File: src/rrc_pkg.sv
// constants and carrier types for the reservation release command block
`default_nettype none
package rrc_pkg;
	// register byte offsets, one aligned word each
	localparam logic [7:0] OFS_DW10   = 8'h00; // command dword 10
	localparam logic [7:0] OFS_PTR0   = 8'h04; // buffer pointer bits 31:0
	localparam logic [7:0] OFS_PTR1   = 8'h08; // buffer pointer bits 63:32
	localparam logic [7:0] OFS_PTR2   = 8'h0c; // buffer pointer bits 95:64
	localparam logic [7:0] OFS_PTR3   = 8'h10; // buffer pointer bits 127:96
	localparam logic [7:0] OFS_CTRL   = 8'h14; // go and pointer mode
	localparam logic [7:0] OFS_STATUS = 8'h18; // busy, done, last status
	localparam logic [7:0] OFS_HELD   = 8'h1c; // reservation kind held
	localparam logic [7:0] OFS_KEY_LO = 8'h20; // registered key low word
	localparam logic [7:0] OFS_KEY_HI = 8'h24; // registered key high word
	localparam logic [7:0] OFS_GEN    = 8'h28; // generation counter
	localparam logic [7:0] OFS_QID    = 8'h2c; // submitting queue id
	localparam int unsigned PTR_WORDS = 4;    // 128-bit pointer in words
	// control and status field positions
	localparam int unsigned CTRL_GO_BIT   = 0;
	localparam int unsigned CTRL_SGL_BIT  = 1;
	localparam int unsigned STAT_BUSY_BIT = 0;
	localparam int unsigned STAT_DONE_BIT = 1;
	localparam int unsigned STAT_SC_LSB   = 8;
	// action codes and status codes
	localparam logic [2:0] ACT_RELEASE = 3'h0;
	localparam logic [2:0] ACT_CLEAR   = 3'h1;
	localparam logic [7:0] SC_SUCCESS       = 8'h00;
	localparam logic [7:0] SC_INVALID_FIELD = 8'h02;
	localparam logic [7:0] SC_RES_CONFLICT  = 8'h83;
	localparam logic [7:0] KIND_NONE        = 8'h00;
	// page geometry for splitting the two key dwords across entries
	localparam logic [11:0] PAGE_LAST_DW = 12'hffc;
	localparam logic [63:0] DW_STEP      = 64'h4;
	localparam logic [31:0] GEN_STEP     = 32'h1;
	// command dword 10 layout
	typedef struct packed {
		logic [15:0] rsvd_hi;           // reserved 31:16
		logic [7:0]  reservation_kind;  // 15:8
		logic [3:0]  rsvd_lo;           // reserved 7:4
		logic        key_check_bypass;  // 3
		logic [2:0]  release_action;    // 2:0
	} rrc_dw10_t;
	// completion entry handed to the completion queue writer
	typedef struct packed {
		logic [15:0] queue_id;          // submitting queue
		logic [7:0]  status;            // status code
	} rrc_cpl_t;
	// reserved action test, used by the sequencer and its checks
	function automatic logic rrc_action_reserved(input logic [2:0] act);
		rrc_action_reserved = (act != ACT_RELEASE) && (act != ACT_CLEAR);
	endfunction
endpackage
`default_nettype wire

File: src/rrc_key_fetch.sv
// host memory reader that brings in the 8-byte current reservation key
`timescale 1ns/1ps
`default_nettype none
module rrc_key_fetch
	import rrc_pkg::*;
#(
	parameter int unsigned ADDR_W = 64
)(
	input  wire logic              clock_in,
	input  wire logic              rst_in,
	input  wire logic              start_in,
	input  wire logic [ADDR_W-1:0] addr0_in,
	input  wire logic [ADDR_W-1:0] addr1_in,
	output logic                   mem_req_valid_out,
	input  wire logic              mem_req_ready_in,
	output logic [ADDR_W-1:0]      mem_req_addr_out,
	input  wire logic              mem_rsp_valid_in,
	input  wire logic [31:0]       mem_rsp_data_in,
	output logic [63:0]            key_out,
	output logic                   done_out
);
	// one-hot fetch states
	typedef enum logic [4:0] {
		F_IDLE  = 5'b00001,
		F_REQ0  = 5'b00010,
		F_WAIT0 = 5'b00100,
		F_REQ1  = 5'b01000,
		F_WAIT1 = 5'b10000
	} rrc_fetch_t;

	rrc_fetch_t        state_reg;  // fetch state
	logic [ADDR_W-1:0] addr_reg;   // address being requested
	logic [ADDR_W-1:0] addr1_reg;  // second dword address
	logic [63:0]       key_reg;    // assembled key, low dword first
	logic              done_reg;   // one-cycle completion pulse

	// request is valid only in the two request states
	assign mem_req_valid_out = (state_reg == F_REQ0) || (state_reg == F_REQ1);
	assign mem_req_addr_out  = addr_reg;
	assign key_out           = key_reg;
	assign done_out          = done_reg;

	// sequencing of the two dword reads
	always_ff @(posedge clock_in or posedge rst_in)
	begin
		if (rst_in)
		begin
			state_reg <= F_IDLE;
		end
		else
		begin
			case (state_reg)
				F_IDLE:  if (start_in) state_reg <= F_REQ0;
				F_REQ0:  if (mem_req_ready_in) state_reg <= F_WAIT0;
				F_WAIT0: if (mem_rsp_valid_in) state_reg <= F_REQ1;
				F_REQ1:  if (mem_req_ready_in) state_reg <= F_WAIT1;
				F_WAIT1: if (mem_rsp_valid_in) state_reg <= F_IDLE;
				default: state_reg <= F_IDLE;
			endcase
		end
	end

	// addresses: first dword, then the one the caller computed
	always_ff @(posedge clock_in or posedge rst_in)
	begin
		if (rst_in)
		begin
			addr_reg  <= '0;
			addr1_reg <= '0;
		end
		else if (state_reg == F_IDLE && start_in)
		begin
			addr_reg  <= addr0_in;
			addr1_reg <= addr1_in;
		end
		else if (state_reg == F_WAIT0 && mem_rsp_valid_in)
		begin
			addr_reg <= addr1_reg;
		end
	end

	// key assembly, structure bytes 7:0, little endian dwords
	always_ff @(posedge clock_in or posedge rst_in)
	begin
		if (rst_in)
		begin
			key_reg  <= '0;
			done_reg <= 1'b0;
		end
		else
		begin
			done_reg <= (state_reg == F_WAIT1) && mem_rsp_valid_in;
			if (state_reg == F_WAIT0 && mem_rsp_valid_in)
				key_reg[31:0] <= mem_rsp_data_in;
			if (state_reg == F_WAIT1 && mem_rsp_valid_in)
				key_reg[63:32] <= mem_rsp_data_in;
		end
	end
endmodule // rrc_key_fetch
`default_nettype wire

File: src/rrc_release.sv
// reservation release command sequencer with its register slave
`timescale 1ns/1ps
`default_nettype none
module rrc_release
	import rrc_pkg::*;
#(
	parameter int unsigned ADDR_W = 64
)(
	input  wire logic              clock_in,
	input  wire logic              rst_in,
	// register bus, avalon-mm slave
	input  wire logic [7:0]        avs_address_in,
	input  wire logic              avs_read_in,
	input  wire logic              avs_write_in,
	input  wire logic [31:0]       avs_writedata_in,
	input  wire logic [3:0]        avs_byteenable_in,
	output logic [31:0]            avs_readdata_out,
	output logic                   avs_waitrequest_out,
	// host memory read port
	output logic                   mem_req_valid_out,
	input  wire logic              mem_req_ready_in,
	output logic [ADDR_W-1:0]      mem_req_addr_out,
	input  wire logic              mem_rsp_valid_in,
	input  wire logic [31:0]       mem_rsp_data_in,
	// completion entry to the completion queue writer
	output logic                   cpl_valid_out,
	output rrc_cpl_t               cpl_entry_out,
	input  wire logic              cpl_ready_in
);
	// one-hot command states
	typedef enum logic [4:0] {
		S_IDLE   = 5'b00001,
		S_DECODE = 5'b00010,
		S_FETCH  = 5'b00100,
		S_CHECK  = 5'b01000,
		S_POST   = 5'b10000
	} rrc_state_t;

	rrc_state_t  state_reg;               // command state
	rrc_dw10_t   dw10_reg;                // software copy of dword 10
	rrc_dw10_t   cmd_reg;                 // snapshot taken at go
	logic [31:0] ptr_reg [PTR_WORDS];     // buffer pointer words
	logic        sgl_reg;                 // pointer mode, 1 = sgl
	logic [7:0]  held_kind_reg;           // reservation kind held
	logic [63:0] reg_key_reg;             // registered key
	logic [31:0] gen_reg;                 // generation counter
	logic [15:0] qid_reg;                 // submitting queue id
	logic        done_reg;                // sticky command-done flag
	logic [7:0]  sc_reg;                  // status of last command
	rrc_cpl_t    cpl_reg;                 // completion being posted
	logic        ack_reg;                 // bus answer phase
	logic [31:0] rdata_reg;               // bus read data
	logic        go_reg;                  // start pulse from a write
	logic        fetch_start;             // kick to the key reader
	logic        fetch_done;              // key reader finished
	logic [63:0] fetched_key;             // current reservation key
	logic [63:0] addr0;                   // first key dword address
	logic [63:0] addr1;                   // second key dword address
	logic        key_ok;                  // key matched or bypassed
	logic        wr_take;                 // write accepted this edge
	logic        busy;                    // command in flight

	// merge a write under its byte enables
	function automatic logic [31:0] be_merge(input logic [31:0] old_v,
		input logic [31:0] new_v, input logic [3:0] be);
		logic [31:0] res;
		res = old_v;
		for (int i = 0; i < 4; i++)
			if (be[i]) res[i*8 +: 8] = new_v[i*8 +: 8];
		be_merge = res;
	endfunction

	// one wait cycle per access, then the answer edge
	assign avs_waitrequest_out = (avs_read_in || avs_write_in) && !ack_reg;
	assign avs_readdata_out    = rdata_reg;
	assign wr_take             = avs_write_in && ack_reg;
	assign busy                = (state_reg != S_IDLE);

	// bus answer phase toggles once per request
	always_ff @(posedge clock_in or posedge rst_in)
	begin
		if (rst_in)
			ack_reg <= 1'b0;
		else
			ack_reg <= (avs_read_in || avs_write_in) && !ack_reg;
	end

	// read mux captured in the wait cycle, unmapped reads as zero
	always_ff @(posedge clock_in or posedge rst_in)
	begin
		if (rst_in)
			rdata_reg <= '0;
		else if (avs_read_in && !ack_reg)
		begin
			if (avs_address_in == OFS_DW10)
				rdata_reg <= dw10_reg;
			else if (avs_address_in == OFS_PTR0)
				rdata_reg <= ptr_reg[0];
			else if (avs_address_in == OFS_PTR1)
				rdata_reg <= ptr_reg[1];
			else if (avs_address_in == OFS_PTR2)
				rdata_reg <= ptr_reg[2];
			else if (avs_address_in == OFS_PTR3)
				rdata_reg <= ptr_reg[3];
			else if (avs_address_in == OFS_CTRL)
				rdata_reg <= 32'(sgl_reg) << CTRL_SGL_BIT;
			else if (avs_address_in == OFS_STATUS)
				rdata_reg <= (32'(busy) << STAT_BUSY_BIT)
					| (32'(done_reg) << STAT_DONE_BIT)
					| (32'(sc_reg) << STAT_SC_LSB);
			else if (avs_address_in == OFS_HELD)
				rdata_reg <= 32'(held_kind_reg);
			else if (avs_address_in == OFS_KEY_LO)
				rdata_reg <= reg_key_reg[31:0];
			else if (avs_address_in == OFS_KEY_HI)
				rdata_reg <= reg_key_reg[63:32];
			else if (avs_address_in == OFS_GEN)
				rdata_reg <= gen_reg;
			else if (avs_address_in == OFS_QID)
				rdata_reg <= 32'(qid_reg);
			else
				rdata_reg <= '0;
		end
	end

	// command words; locked while busy so the snapshot stays valid
	always_ff @(posedge clock_in or posedge rst_in)
	begin
		if (rst_in)
		begin
			dw10_reg <= '0;
			sgl_reg  <= 1'b0;
			qid_reg  <= '0;
			for (int i = 0; i < PTR_WORDS; i++)
				ptr_reg[i] <= '0;
		end
		else if (wr_take && !busy)
		begin
			if (avs_address_in == OFS_DW10)
				dw10_reg <= be_merge(dw10_reg, avs_writedata_in,
					avs_byteenable_in);
			else if (avs_address_in == OFS_CTRL && avs_byteenable_in[0])
				sgl_reg <= avs_writedata_in[CTRL_SGL_BIT];
			else if (avs_address_in == OFS_QID)
				qid_reg <= 16'(be_merge(32'(qid_reg), avs_writedata_in,
					avs_byteenable_in));
			for (int i = 0; i < PTR_WORDS; i++)
				if (avs_address_in == OFS_PTR0 + 8'(i * 4))
					ptr_reg[i] <= be_merge(ptr_reg[i], avs_writedata_in,
						avs_byteenable_in);
		end
	end

	// go is refused while a command is in flight
	always_ff @(posedge clock_in or posedge rst_in)
	begin
		if (rst_in)
			go_reg <= 1'b0;
		else
			go_reg <= wr_take && !busy && avs_address_in == OFS_CTRL
				&& avs_byteenable_in[0] && avs_writedata_in[CTRL_GO_BIT];
	end

	// key location: prp page end splits the key onto prp entry 2
	assign addr0 = {ptr_reg[1], ptr_reg[0]};
	assign addr1 = (!sgl_reg && addr0[11:0] == PAGE_LAST_DW)
		? {ptr_reg[3], ptr_reg[2]} : addr0 + DW_STEP;
	assign fetch_start = (state_reg == S_DECODE)
		&& !rrc_action_reserved(cmd_reg.release_action);

	// structure read, host memory toward the controller
	rrc_key_fetch #(
		.ADDR_W (ADDR_W)
	) u_fetch (
		.clock_in          (clock_in),
		.rst_in            (rst_in),
		.start_in          (fetch_start),
		.addr0_in          (addr0[ADDR_W-1:0]),
		.addr1_in          (addr1[ADDR_W-1:0]),
		.mem_req_valid_out (mem_req_valid_out),
		.mem_req_ready_in  (mem_req_ready_in),
		.mem_req_addr_out  (mem_req_addr_out),
		.mem_rsp_valid_in  (mem_rsp_valid_in),
		.mem_rsp_data_in   (mem_rsp_data_in),
		.key_out           (fetched_key),
		.done_out          (fetch_done)
	);

	// bypass set means the supplied key is never compared
	assign key_ok = cmd_reg.key_check_bypass
		|| (fetched_key == reg_key_reg);

	// command sequencing
	always_ff @(posedge clock_in or posedge rst_in)
	begin
		if (rst_in)
		begin
			state_reg <= S_IDLE;
			cmd_reg   <= '0;
		end
		else
		begin
			case (state_reg)
				S_IDLE:
					if (go_reg)
					begin
						state_reg <= S_DECODE;
						cmd_reg   <= dw10_reg;
					end
				S_DECODE:
					// reserved action skips the fetch entirely
					if (rrc_action_reserved(cmd_reg.release_action))
						state_reg <= S_POST;
					else
						state_reg <= S_FETCH;
				S_FETCH:  if (fetch_done) state_reg <= S_CHECK;
				S_CHECK:  state_reg <= S_POST;
				S_POST:   if (cpl_ready_in) state_reg <= S_IDLE;
				default:  state_reg <= S_IDLE;
			endcase
		end
	end

	// completion status; reserved bits of dword 10 are not checked
	always_ff @(posedge clock_in or posedge rst_in)
	begin
		if (rst_in)
			cpl_reg <= '0;
		else if (state_reg == S_DECODE
			&& rrc_action_reserved(cmd_reg.release_action))
			cpl_reg <= '{queue_id: qid_reg, status: SC_INVALID_FIELD};
		else if (state_reg == S_CHECK)
		begin
			cpl_reg.queue_id <= qid_reg;
			if (!key_ok)
				cpl_reg.status <= SC_RES_CONFLICT;
			else if (cmd_reg.release_action == ACT_RELEASE
				&& held_kind_reg != KIND_NONE
				&& cmd_reg.reservation_kind != held_kind_reg)
				cpl_reg.status <= SC_INVALID_FIELD;
			else
				cpl_reg.status <= SC_SUCCESS;
		end
	end

	assign cpl_valid_out = (state_reg == S_POST);
	assign cpl_entry_out = cpl_reg;

	// reservation state: hardware update wins over a software write
	always_ff @(posedge clock_in or posedge rst_in)
	begin
		if (rst_in)
		begin
			held_kind_reg <= KIND_NONE;
			gen_reg       <= '0;
		end
		else if (state_reg == S_CHECK && key_ok)
		begin
			if (cmd_reg.release_action == ACT_CLEAR)
			begin
				held_kind_reg <= KIND_NONE;
				gen_reg       <= gen_reg + GEN_STEP;
			end
			else if (cmd_reg.reservation_kind == held_kind_reg)
				held_kind_reg <= KIND_NONE;
		end
		else if (wr_take && !busy && avs_address_in == OFS_HELD
			&& avs_byteenable_in[0])
			held_kind_reg <= avs_writedata_in[7:0];
	end

	// registered key, set by software from the register flow
	always_ff @(posedge clock_in or posedge rst_in)
	begin
		if (rst_in)
			reg_key_reg <= '0;
		else if (wr_take && !busy && avs_address_in == OFS_KEY_LO)
			reg_key_reg[31:0] <= be_merge(reg_key_reg[31:0],
				avs_writedata_in, avs_byteenable_in);
		else if (wr_take && !busy && avs_address_in == OFS_KEY_HI)
			reg_key_reg[63:32] <= be_merge(reg_key_reg[63:32],
				avs_writedata_in, avs_byteenable_in);
	end

	// done flag: setting at post wins over a write-one clear
	always_ff @(posedge clock_in or posedge rst_in)
	begin
		if (rst_in)
		begin
			done_reg <= 1'b0;
			sc_reg   <= SC_SUCCESS;
		end
		else if (cpl_valid_out && cpl_ready_in)
		begin
			done_reg <= 1'b1;
			sc_reg   <= cpl_reg.status;
		end
		else if (wr_take && avs_address_in == OFS_STATUS
			&& avs_byteenable_in[0] && avs_writedata_in[STAT_DONE_BIT])
			done_reg <= 1'b0;
	end
endmodule // rrc_release
`default_nettype wire

File: config.mk
export PLATFORM = sky130hd
export DESIGN_NAME = rrc_release
export DESIGN_NICKNAME = d
export VERILOG_FILES = /design/src/rrc_pkg.sv /design/src/rrc_key_fetch.sv /design/src/rrc_release.sv
export SDC_FILE = /design/constraint.sdc
export NUM_CORES = 1
export LEC_CHECK = 0
export BUFFER_PORTS_ARGS = -buffer_cell sky130_fd_sc_hd__buf_2
export CAP_MARGIN = 20
export CORE_AREA = 4 4 248 250
export DETAILED_ROUTE_END_ITERATION = 8
export DIE_AREA = 0 0 252 254
export PLACE_DENSITY = 0.72
export REMOVE_ABC_BUFFERS = 1
export SLEW_MARGIN = 20
export SYNTH_ARGS = -nofsm -noshare
export SYNTH_HDL_FRONTEND = slang
export SYNTH_SLANG_ARGS = --single-unit
File: constraint.sdc
create_clock -name clock_in -period 22.6 [get_ports clock_in]
set_clock_uncertainty 0.05 [all_clocks]
set_input_delay 2.26 -clock clock_in [delete_from_list [all_inputs] [get_ports clock_in]]
set_output_delay 2.26 -clock clock_in [all_outputs]
set_load 0.03 [all_outputs]
==> flow_metrics.env, run 1 <==
export IMPL_route_detailed_wl_per_inst_um=23.75
export IMPL_synth_sequential_area_ratio=0.5210
export IMPL_cts_buf_count=57
export IMPL_clk_pin_slew_worst_paths_ns=0.06
export IMPL_detail_route_wirelength_um=80600
export IMPL_timing_slew_headroom=0.2760
export IMPL_worst_skew_pair_late_latency_ns=0.63
export IMPL_antenna_left=0
export IMPL_timing_max_cap_violations=0
export IMPL_i_o_pin_cnt=206
export IMPL_hold_path_class="reg2reg"
export IMPL_cts_root_buffer="sky130_fd_sc_hd__clkbuf_16"
export IMPL_crit_reg2reg_launch="addr0[2]"
export IMPL_arr_time_crit_path_ns=2.75
export IMPL_hold_fix_buffers_cts=0
export IMPL_synth_seq_cells=551
export IMPL_synth_edff_count=0
export IMPL_clk_path_buf_depth=3
export IMPL_worst_path_largest_cell_delay_ns=0.22
export IMPL_globalRoute_totalOverflow=0
export IMPL_max_clock_freq_ghz=0.1974
export IMPL_synth_distinct_cells=64
export IMPL_finalSetupViolCount=0
export IMPL_total_track_usage=0.2466
export IMPL_post_dp_cell_area_mm2=0.02814
export IMPL_yosysTopAreaCell="sky130_fd_sc_hd__dfrtp_1"
export IMPL_detailedRoute_firstIterationViolations=2010
export IMPL_first_pass_iters=8
export IMPL_path_class="in2out"
export IMPL_synth_async_sr_flop_share=1.000
export IMPL_finish_utilization=0.5098
export IMPL_critical_path_max_fanout=3
export IMPL_port_buffers=200
export IMPL_critical_path_startpoint_type="primary input"
export IMPL_synthMostInstantiatedCell="sky130_fd_sc_hd__dfrtp_1"
export IMPL_std_cell_core_area_mm2=0.05902
export IMPL_timing_final_crit_period_ns=5.065
export IMPL_grt_first_pass_wirelength_um=122200
export IMPL_num_rows=89
export IMPL_post_route_cell_area_mm2=0.03009
export IMPL_pwr_density_cell_mw_per_mm2=68.71
export IMPL_first_global_vias=19950
export IMPL_timing_max_transition_violations_final=0
export IMPL_die_width_um=252
export IMPL_timing_critical_path_required_ns=20.29
export IMPL_crit_slowest_cell="sky130_fd_sc_hd__buf_2"
export IMPL_preCtsSetupSlack_ns=17.21
export IMPL_numClockSinks=551
export IMPL_result_of_the_run="finished clean"
export IMPL_n_fill_cell=5201
export IMPL_syn_instance_count=2410
export IMPL_routabilityCongestion=0.9456
export IMPL_chipHeight_um=254
export IMPL_critical_path_cell_count=4
export IMPL_crit_reg2reg_capture="u_fetch.addr1_reg[28]"
export IMPL_post_cts_setup_buffers=0
export IMPL_drc=0
export IMPL_final_layout_size_suffix_gt1_frac=0.2636
export IMPL_leakage_nw=14.96
export IMPL_timing_critical_path_buf_inv=2
export IMPL_synth_main_ff_cell="sky130_fd_sc_hd__dfrtp_1"
export IMPL_die_area_mm2=0.06401
export IMPL_synthesis_area_per_instance_um2=10.98
export IMPL_timing_reg2reg_worst_path_depth=6
export IMPL_avgViaCountPerCell=5.890
export IMPL_max_slew_worst_pin_slew_ns=1.083
export IMPL_cp_startpoint="avs_read_in"
export IMPL_rsz0062_at_grt="no"
export IMPL_holdPathEnd="avs_readdata_out[21]"
export IMPL_finish_net_count=2653
export IMPL_hold_path_startpoint="avs_readdata_out[21]"
export IMPL_commonest_cells_in_the_synthesized_netlist="sky130_fd_sc_hd__dfrtp_1, sky130_fd_sc_hd__nand2_1, sky130_fd_sc_hd__mux2_2"
export IMPL_tritoncts_clock_tree="yes"
export IMPL_yosysWarningCount=0
export IMPL_post_dp_hpwl_um=57870
export IMPL_yosys_area_top_type_share=0.5190
export IMPL_flow_area_growth_from_synthesis_pct=13.66
export IMPL_setup_tns_ns=0
export IMPL_crit_path_end_kind="output pin"
export IMPL_path_cells="buf_2 > nor2_1 > nor2_1 > buf_2"
export IMPL_vias=19990
export IMPL_total_power_mw=2.068
export IMPL_grt_max_degree=101
export IMPL_grt_antenna_before_repair=7
export IMPL_worst_hold_path_stage_count=1
export IMPL_synth_area_leaders="sky130_fd_sc_hd__dfrtp_1, sky130_fd_sc_hd__mux2_2, sky130_fd_sc_hd__nand2_1"
export IMPL_starting_density_of_the_core=0.4485
export IMPL_worst_ir_drop_vdd_mv=0.05768
export IMPL_postLayoutSetupSlackWorst_ns=17.54
export IMPL_number_of_h_tree_levels=2
export IMPL_critPathTopFamily="buffers and inverters"
export IMPL_hold_violations=0
export IMPL_final_period_utilization=0.2241
export IMPL_cts_repair_resized=0
export IMPL_synth_area_mm2=0.02647
export IMPL_r2r_slack_ns=18.87
## metal layers
layer | up-vias | GRT usage | part of all wire
li1 | 8852 | - | -
met5 | - | 0 | 0.00034
met4 | 4 | 0.09962 | 0.040
met1 | 10090 | 0.3375 | 0.42
met2 | 848 | 0.3930 | 0.47
met3 | 192 | 0.04350 | 0.074
## logic make-up after synthesis
kind of cell / count (synthesis) / synth area share
AND/OR/NAND/NOR: 739 / 0.1371
buffers and inverters: 155 / 0.02590
adder cells (fa/ha/maj): 2 / 0.0009452
other: 1 / 0.0001417
flip-flops: 551 / 0.5210
multiplexers: 412 / 0.1780
XOR/XNOR: 164 / 0.05426
AO/OA/AOI/OAI: 386 / 0.08267
## layout by cell type, fill, tap and decap left out, drive strengths merged, types with 4 or more instances in the layout
master and count:
o21ai 172, nand3 67, a21o 16, nor2 135, and3 37, and4 5
mux4 17, o211ai 8, buf 229, o22ai 21, dfrtp 549, clkinv 9
a221o 6, or3 5, inv 23, diode 6, nand4 28, nor3 34
a21oi 121, a222oi 5, a22o 6, xnor2 36, a22oi 19, xor2 128
conb 5, nand2b 9, or4 4, mux2i 94, and2 8, nand2 342
mux2 301, bufinv 4, nor2b 5, clkbuf 89, nor4 50
## final cells by class
class | instances | area (µm²) | share of cell area
Multi-Input combinational cell | 1708 | 12050 | 0.4005
Tap cell | 773 | 967.2 | 0.03214
Sequential cell | 551 | 13790 | 0.4583
Timing Repair Buffer | 229 | 1256 | 0.04175
Clock inverter | 16 | 215.2 | 0.007152
Inverter | 21 | 86.33 | 0.002869
Antenna cell | 6 | 15.01 | 0.0004990
Clock buffer | 89 | 1707 | 0.05672
## worst max-delay path by stage
stage | endpoint | slack, ns
floorplan | ack_reg | 4.89
global placement | avs_readdata_out[2] | 17.37
detailed placement | avs_readdata_out[2] | 17.21
CTS | avs_waitrequest_out | 17.54
global route | avs_waitrequest_out | 17.49
finish | avs_waitrequest_out | 17.54
## report_power, final
group / switching [mW] / internal [mW]
Clock: 0.402 / 0.564
Combinational: 0.0704 / 0.0245
Sequential: 0.0110 / 0.995
## metrics by stage
stage	hold WS (ns)	std cells
global route	0.4375	3390
CTS	0.4271	3387
floorplan	0.3919	2280
global placement	0.4115	3281
finish	0.4258	3393
detailed placement	0.4142	3282
## worst reg2reg max path, cell delays in order (launching register included)
cell and delay (ns):
sky130_fd_sc_hd__dfrtp_1 0.48, sky130_fd_sc_hd__ha_1 0.27, sky130_fd_sc_hd__nand3_1 0.21, sky130_fd_sc_hd__nor3_2 0.56, sky130_fd_sc_hd__nand3_2 0.85, sky130_fd_sc_hd__nand2_2 0.89
sky130_fd_sc_hd__o21ai_0 0.26
(Power assumes the default switching activity.)
==> inputs of run 2 (changes only) <==
--- a/config.mk
+++ b/config.mk
@@ -10,7 +10,7 @@
 export CORE_AREA = 4 4 248 250
 export DETAILED_ROUTE_END_ITERATION = 8
 export DIE_AREA = 0 0 252 254
-export PLACE_DENSITY = 0.72
+export PLACE_DENSITY = 0.75
 export REMOVE_ABC_BUFFERS = 1
 export SLEW_MARGIN = 20
 export SYNTH_ARGS = -nofsm -noshare
==> constraint.sdc (replaced) <==
create_clock -name clock_in -period 4.2 [get_ports clock_in]
set_clock_uncertainty 0.05 [all_clocks]
set_input_delay 0.42 -clock clock_in [delete_from_list [all_inputs] [get_ports clock_in]]
set_output_delay 0.42 -clock clock_in [all_outputs]
set_load 0.03 [all_outputs]
==> run 2 against run 1 <==
Against the previous run:
- register-to-register slack worse by 18 ns
- non-clock buffer count is 48 higher
- sequential power increased to 5.4 times the previous value
- utilization is 0.74 points higher
- worst setup slack got worse by 16 ns
- first-iteration DRC count increased by 3.7%
- count of clock-buffer cells in the layout down 5
- combinational power rose to 5.8 times the previous value
- highest routed layer unchanged
==> flow_metrics.env, run 2 (same netlist as run 1, synthesis figures left out) <==
export IMPL_std_cell_core_area_mm2=0.05902
export IMPL_timing_max_cap_violations=0
export IMPL_critical_path_startpoint_type="flop"
export IMPL_route_detailed_wl_per_inst_um=23.49
export IMPL_critical_path_max_fanout=7
export IMPL_flow_area_growth_from_synthesis_pct=15.32
export IMPL_die_area_mm2=0.06401
export IMPL_chipHeight_um=254
export IMPL_detail_route_wirelength_um=80630
export IMPL_grt_antenna_before_repair=7
export IMPL_avgViaCountPerCell=5.896
export IMPL_timing_critical_path_required_ns=4.62
export IMPL_cts_buf_count=55
export IMPL_total_track_usage=0.2476
export IMPL_most_common_layout_cells="sky130_fd_sc_hd__dfrtp_1, sky130_fd_sc_hd__nand2_1, sky130_fd_sc_hd__mux2_2, sky130_fd_sc_hd__buf_2, sky130_fd_sc_hd__o21ai_0"
export IMPL_clk_path_buf_depth=3
export IMPL_crit_reg2reg_launch="addr0[2]"
export IMPL_crit_path_end_kind="flop"
export IMPL_arr_time_crit_path_ns=3.34
export IMPL_number_of_h_tree_levels=2
export IMPL_finish_net_count=2699
export IMPL_r2r_slack_ns=1.28
export IMPL_placed_cell_count=3296
export IMPL_antenna_left=0
export IMPL_hold_violations=0
export IMPL_final_cells=3433
export IMPL_vias=20240
export IMPL_hold_path_class="in2reg"
export IMPL_routabilityCongestion=0.9277
export IMPL_rsz0062_at_grt="no"
export IMPL_detailedRoute_firstIterationViolations=2085
export IMPL_final_period_utilization=0.6959
export IMPL_cts_root_buffer="sky130_fd_sc_hd__clkbuf_16"
export IMPL_starting_density_of_the_core=0.4485
export IMPL_finalSetupViolCount=0
export IMPL_timing_slew_headroom=0.3500
export IMPL_result_of_the_run="finished clean"
export IMPL_i_o_pin_cnt=206
export IMPL_cp_startpoint="addr0[2]"
export IMPL_worst_skew_pair_late_latency_ns=0.61
export IMPL_timing_max_transition_violations_final=0
export IMPL_die_width_um=252
export IMPL_tritoncts_clock_tree="yes"
export IMPL_setup_worst_path_end="u_fetch.addr1_reg[50]"
export IMPL_globalRoute_totalOverflow=0
export IMPL_num_rows=89
export IMPL_final_layout_size_suffix_gt1_frac=0.2638
export IMPL_grt_first_pass_wirelength_um=123400
export IMPL_postLayoutSetupSlackWorst_ns=1.277
export IMPL_port_buffers=200
export IMPL_grt_max_degree=186
export IMPL_preCtsSetupSlack_ns=0.9187
export IMPL_crit_reg2reg_capture="u_fetch.addr1_reg[50]"
export IMPL_worst_ir_drop_vdd_mv=0.3367
export IMPL_clk_pin_slew_worst_paths_ns=0.06
export IMPL_leakage_nw=15.16
export IMPL_post_cts_setup_buffers=0
export IMPL_timing_final_crit_period_ns=2.923
export IMPL_commonest_non_fill_non_tap_cell_in_the_layout="sky130_fd_sc_hd__dfrtp_1"
export IMPL_post_dp_hpwl_um=57910
export IMPL_numClockSinks=551
export IMPL_pwr_density_cell_mw_per_mm2=359.9
export IMPL_max_slew_worst_pin_slew_ns=0.9750
export IMPL_max_clock_freq_ghz=0.3421
export IMPL_drc=0
export IMPL_timing_reg2reg_worst_path_depth=8
export IMPL_first_pass_iters=7
export IMPL_first_global_vias=20500
export IMPL_path_class="reg2reg"
run 2: cell types whose count changed in the layout (fill, tap and decap cells not counted), moves of 2 or more:
cell	previous run	this run
sky130_fd_sc_hd__buf_12	0	9
sky130_fd_sc_hd__buf_4	25	34
sky130_fd_sc_hd__dlygate4sd3_1	0	34
sky130_fd_sc_hd__diode_2	6	3
sky130_fd_sc_hd__clkinv_2	7	10
sky130_fd_sc_hd__clkinvlp_4	1	3
sky130_fd_sc_hd__buf_6	4	0
sky130_fd_sc_hd__clkinv_8	2	0
sky130_fd_sc_hd__clkbuf_1	16	11
run 2: worst min path at each step:
stage	from	endpoint	slack, ns	cells past startpoint
floorplan	gen_reg[31]	gen_reg[31]	0.39	1
global placement	avs_readdata_out[26]	avs_readdata_out[26]	0.41	1
detailed placement	avs_readdata_out[22]	avs_readdata_out[22]	0.41	1
CTS	avs_read_in	ack_reg	0.02	3
global route	avs_read_in	ack_reg	0.07	3
finish	avs_read_in	ack_reg	0.06	3
run 2: what timing repair did:
item	4_1_cts	5_1_grt
gates resized for setup	0	0
hold buffers	34	0
endpoints found under the setup margin	0	0
hold endpoints to repair	51	0
run 2: layout make-up:
cell class	instances	area, µm²
inverters	21	86.33
diodes	3	7.507
flip-flops and latches	551	13790
well taps	773	967.2
clock inverters	16	162.7
repair buffers	277	1787
multi-input cells	1708	12040
clock buffers	84	1688
fillers	5207	28490
run 2: stage by stage:
step | TNS, ns | power (mW) | utilization | hold WS, ns | cell area, µm²
2_1_floorplan | -6938.07 | 5.747 | - | 0.3919 | 25880
3_3_place_gp | 0 | 6.016 | 0.4797 | 0.4100 | 28310
3_5_place_dp | 0 | 6.029 | 0.4800 | 0.4106 | 28330
4_1_cts | 0 | 11.04 | 0.5171 | 0.02199 | 30520
5_1_grt | 0 | 11.31 | 0.5172 | 0.06985 | 30530
6_report | 0 | 10.99 | 0.5172 | 0.05635 | 30530
run 2: power breakdown:
group	total [mW]	leakage (nW)	switching, mW	internal, mW
clock network	5.03	0.912	2.09	2.94
logic	0.549	6.93	0.384	0.165
registers	5.41	7.32	0.0540	5.36
total	11.0	15.2	2.53	8.46
run 2: layer usage:
metal  up-vias  track usage  routed length (µm)
met2       885       0.3981               37630
met5         -            0                  13
li1       8923            -                   -
met4         2       0.1048                3581
met1     10220       0.3335               33750
met3       207      0.04391                5649
run 2: critical path, stage by stage (launching register included):
cell and delay [ns]:
sky130_fd_sc_hd__dfrtp_1 0.47, sky130_fd_sc_hd__ha_1 0.25, sky130_fd_sc_hd__nand3_1 0.19, sky130_fd_sc_hd__nor3_2 0.57, sky130_fd_sc_hd__nand3_1 0.34, sky130_fd_sc_hd__nor2_1 0.41
sky130_fd_sc_hd__nand4_1 0.19, sky130_fd_sc_hd__xor2_1 0.20, sky130_fd_sc_hd__o21ai_0 0.10
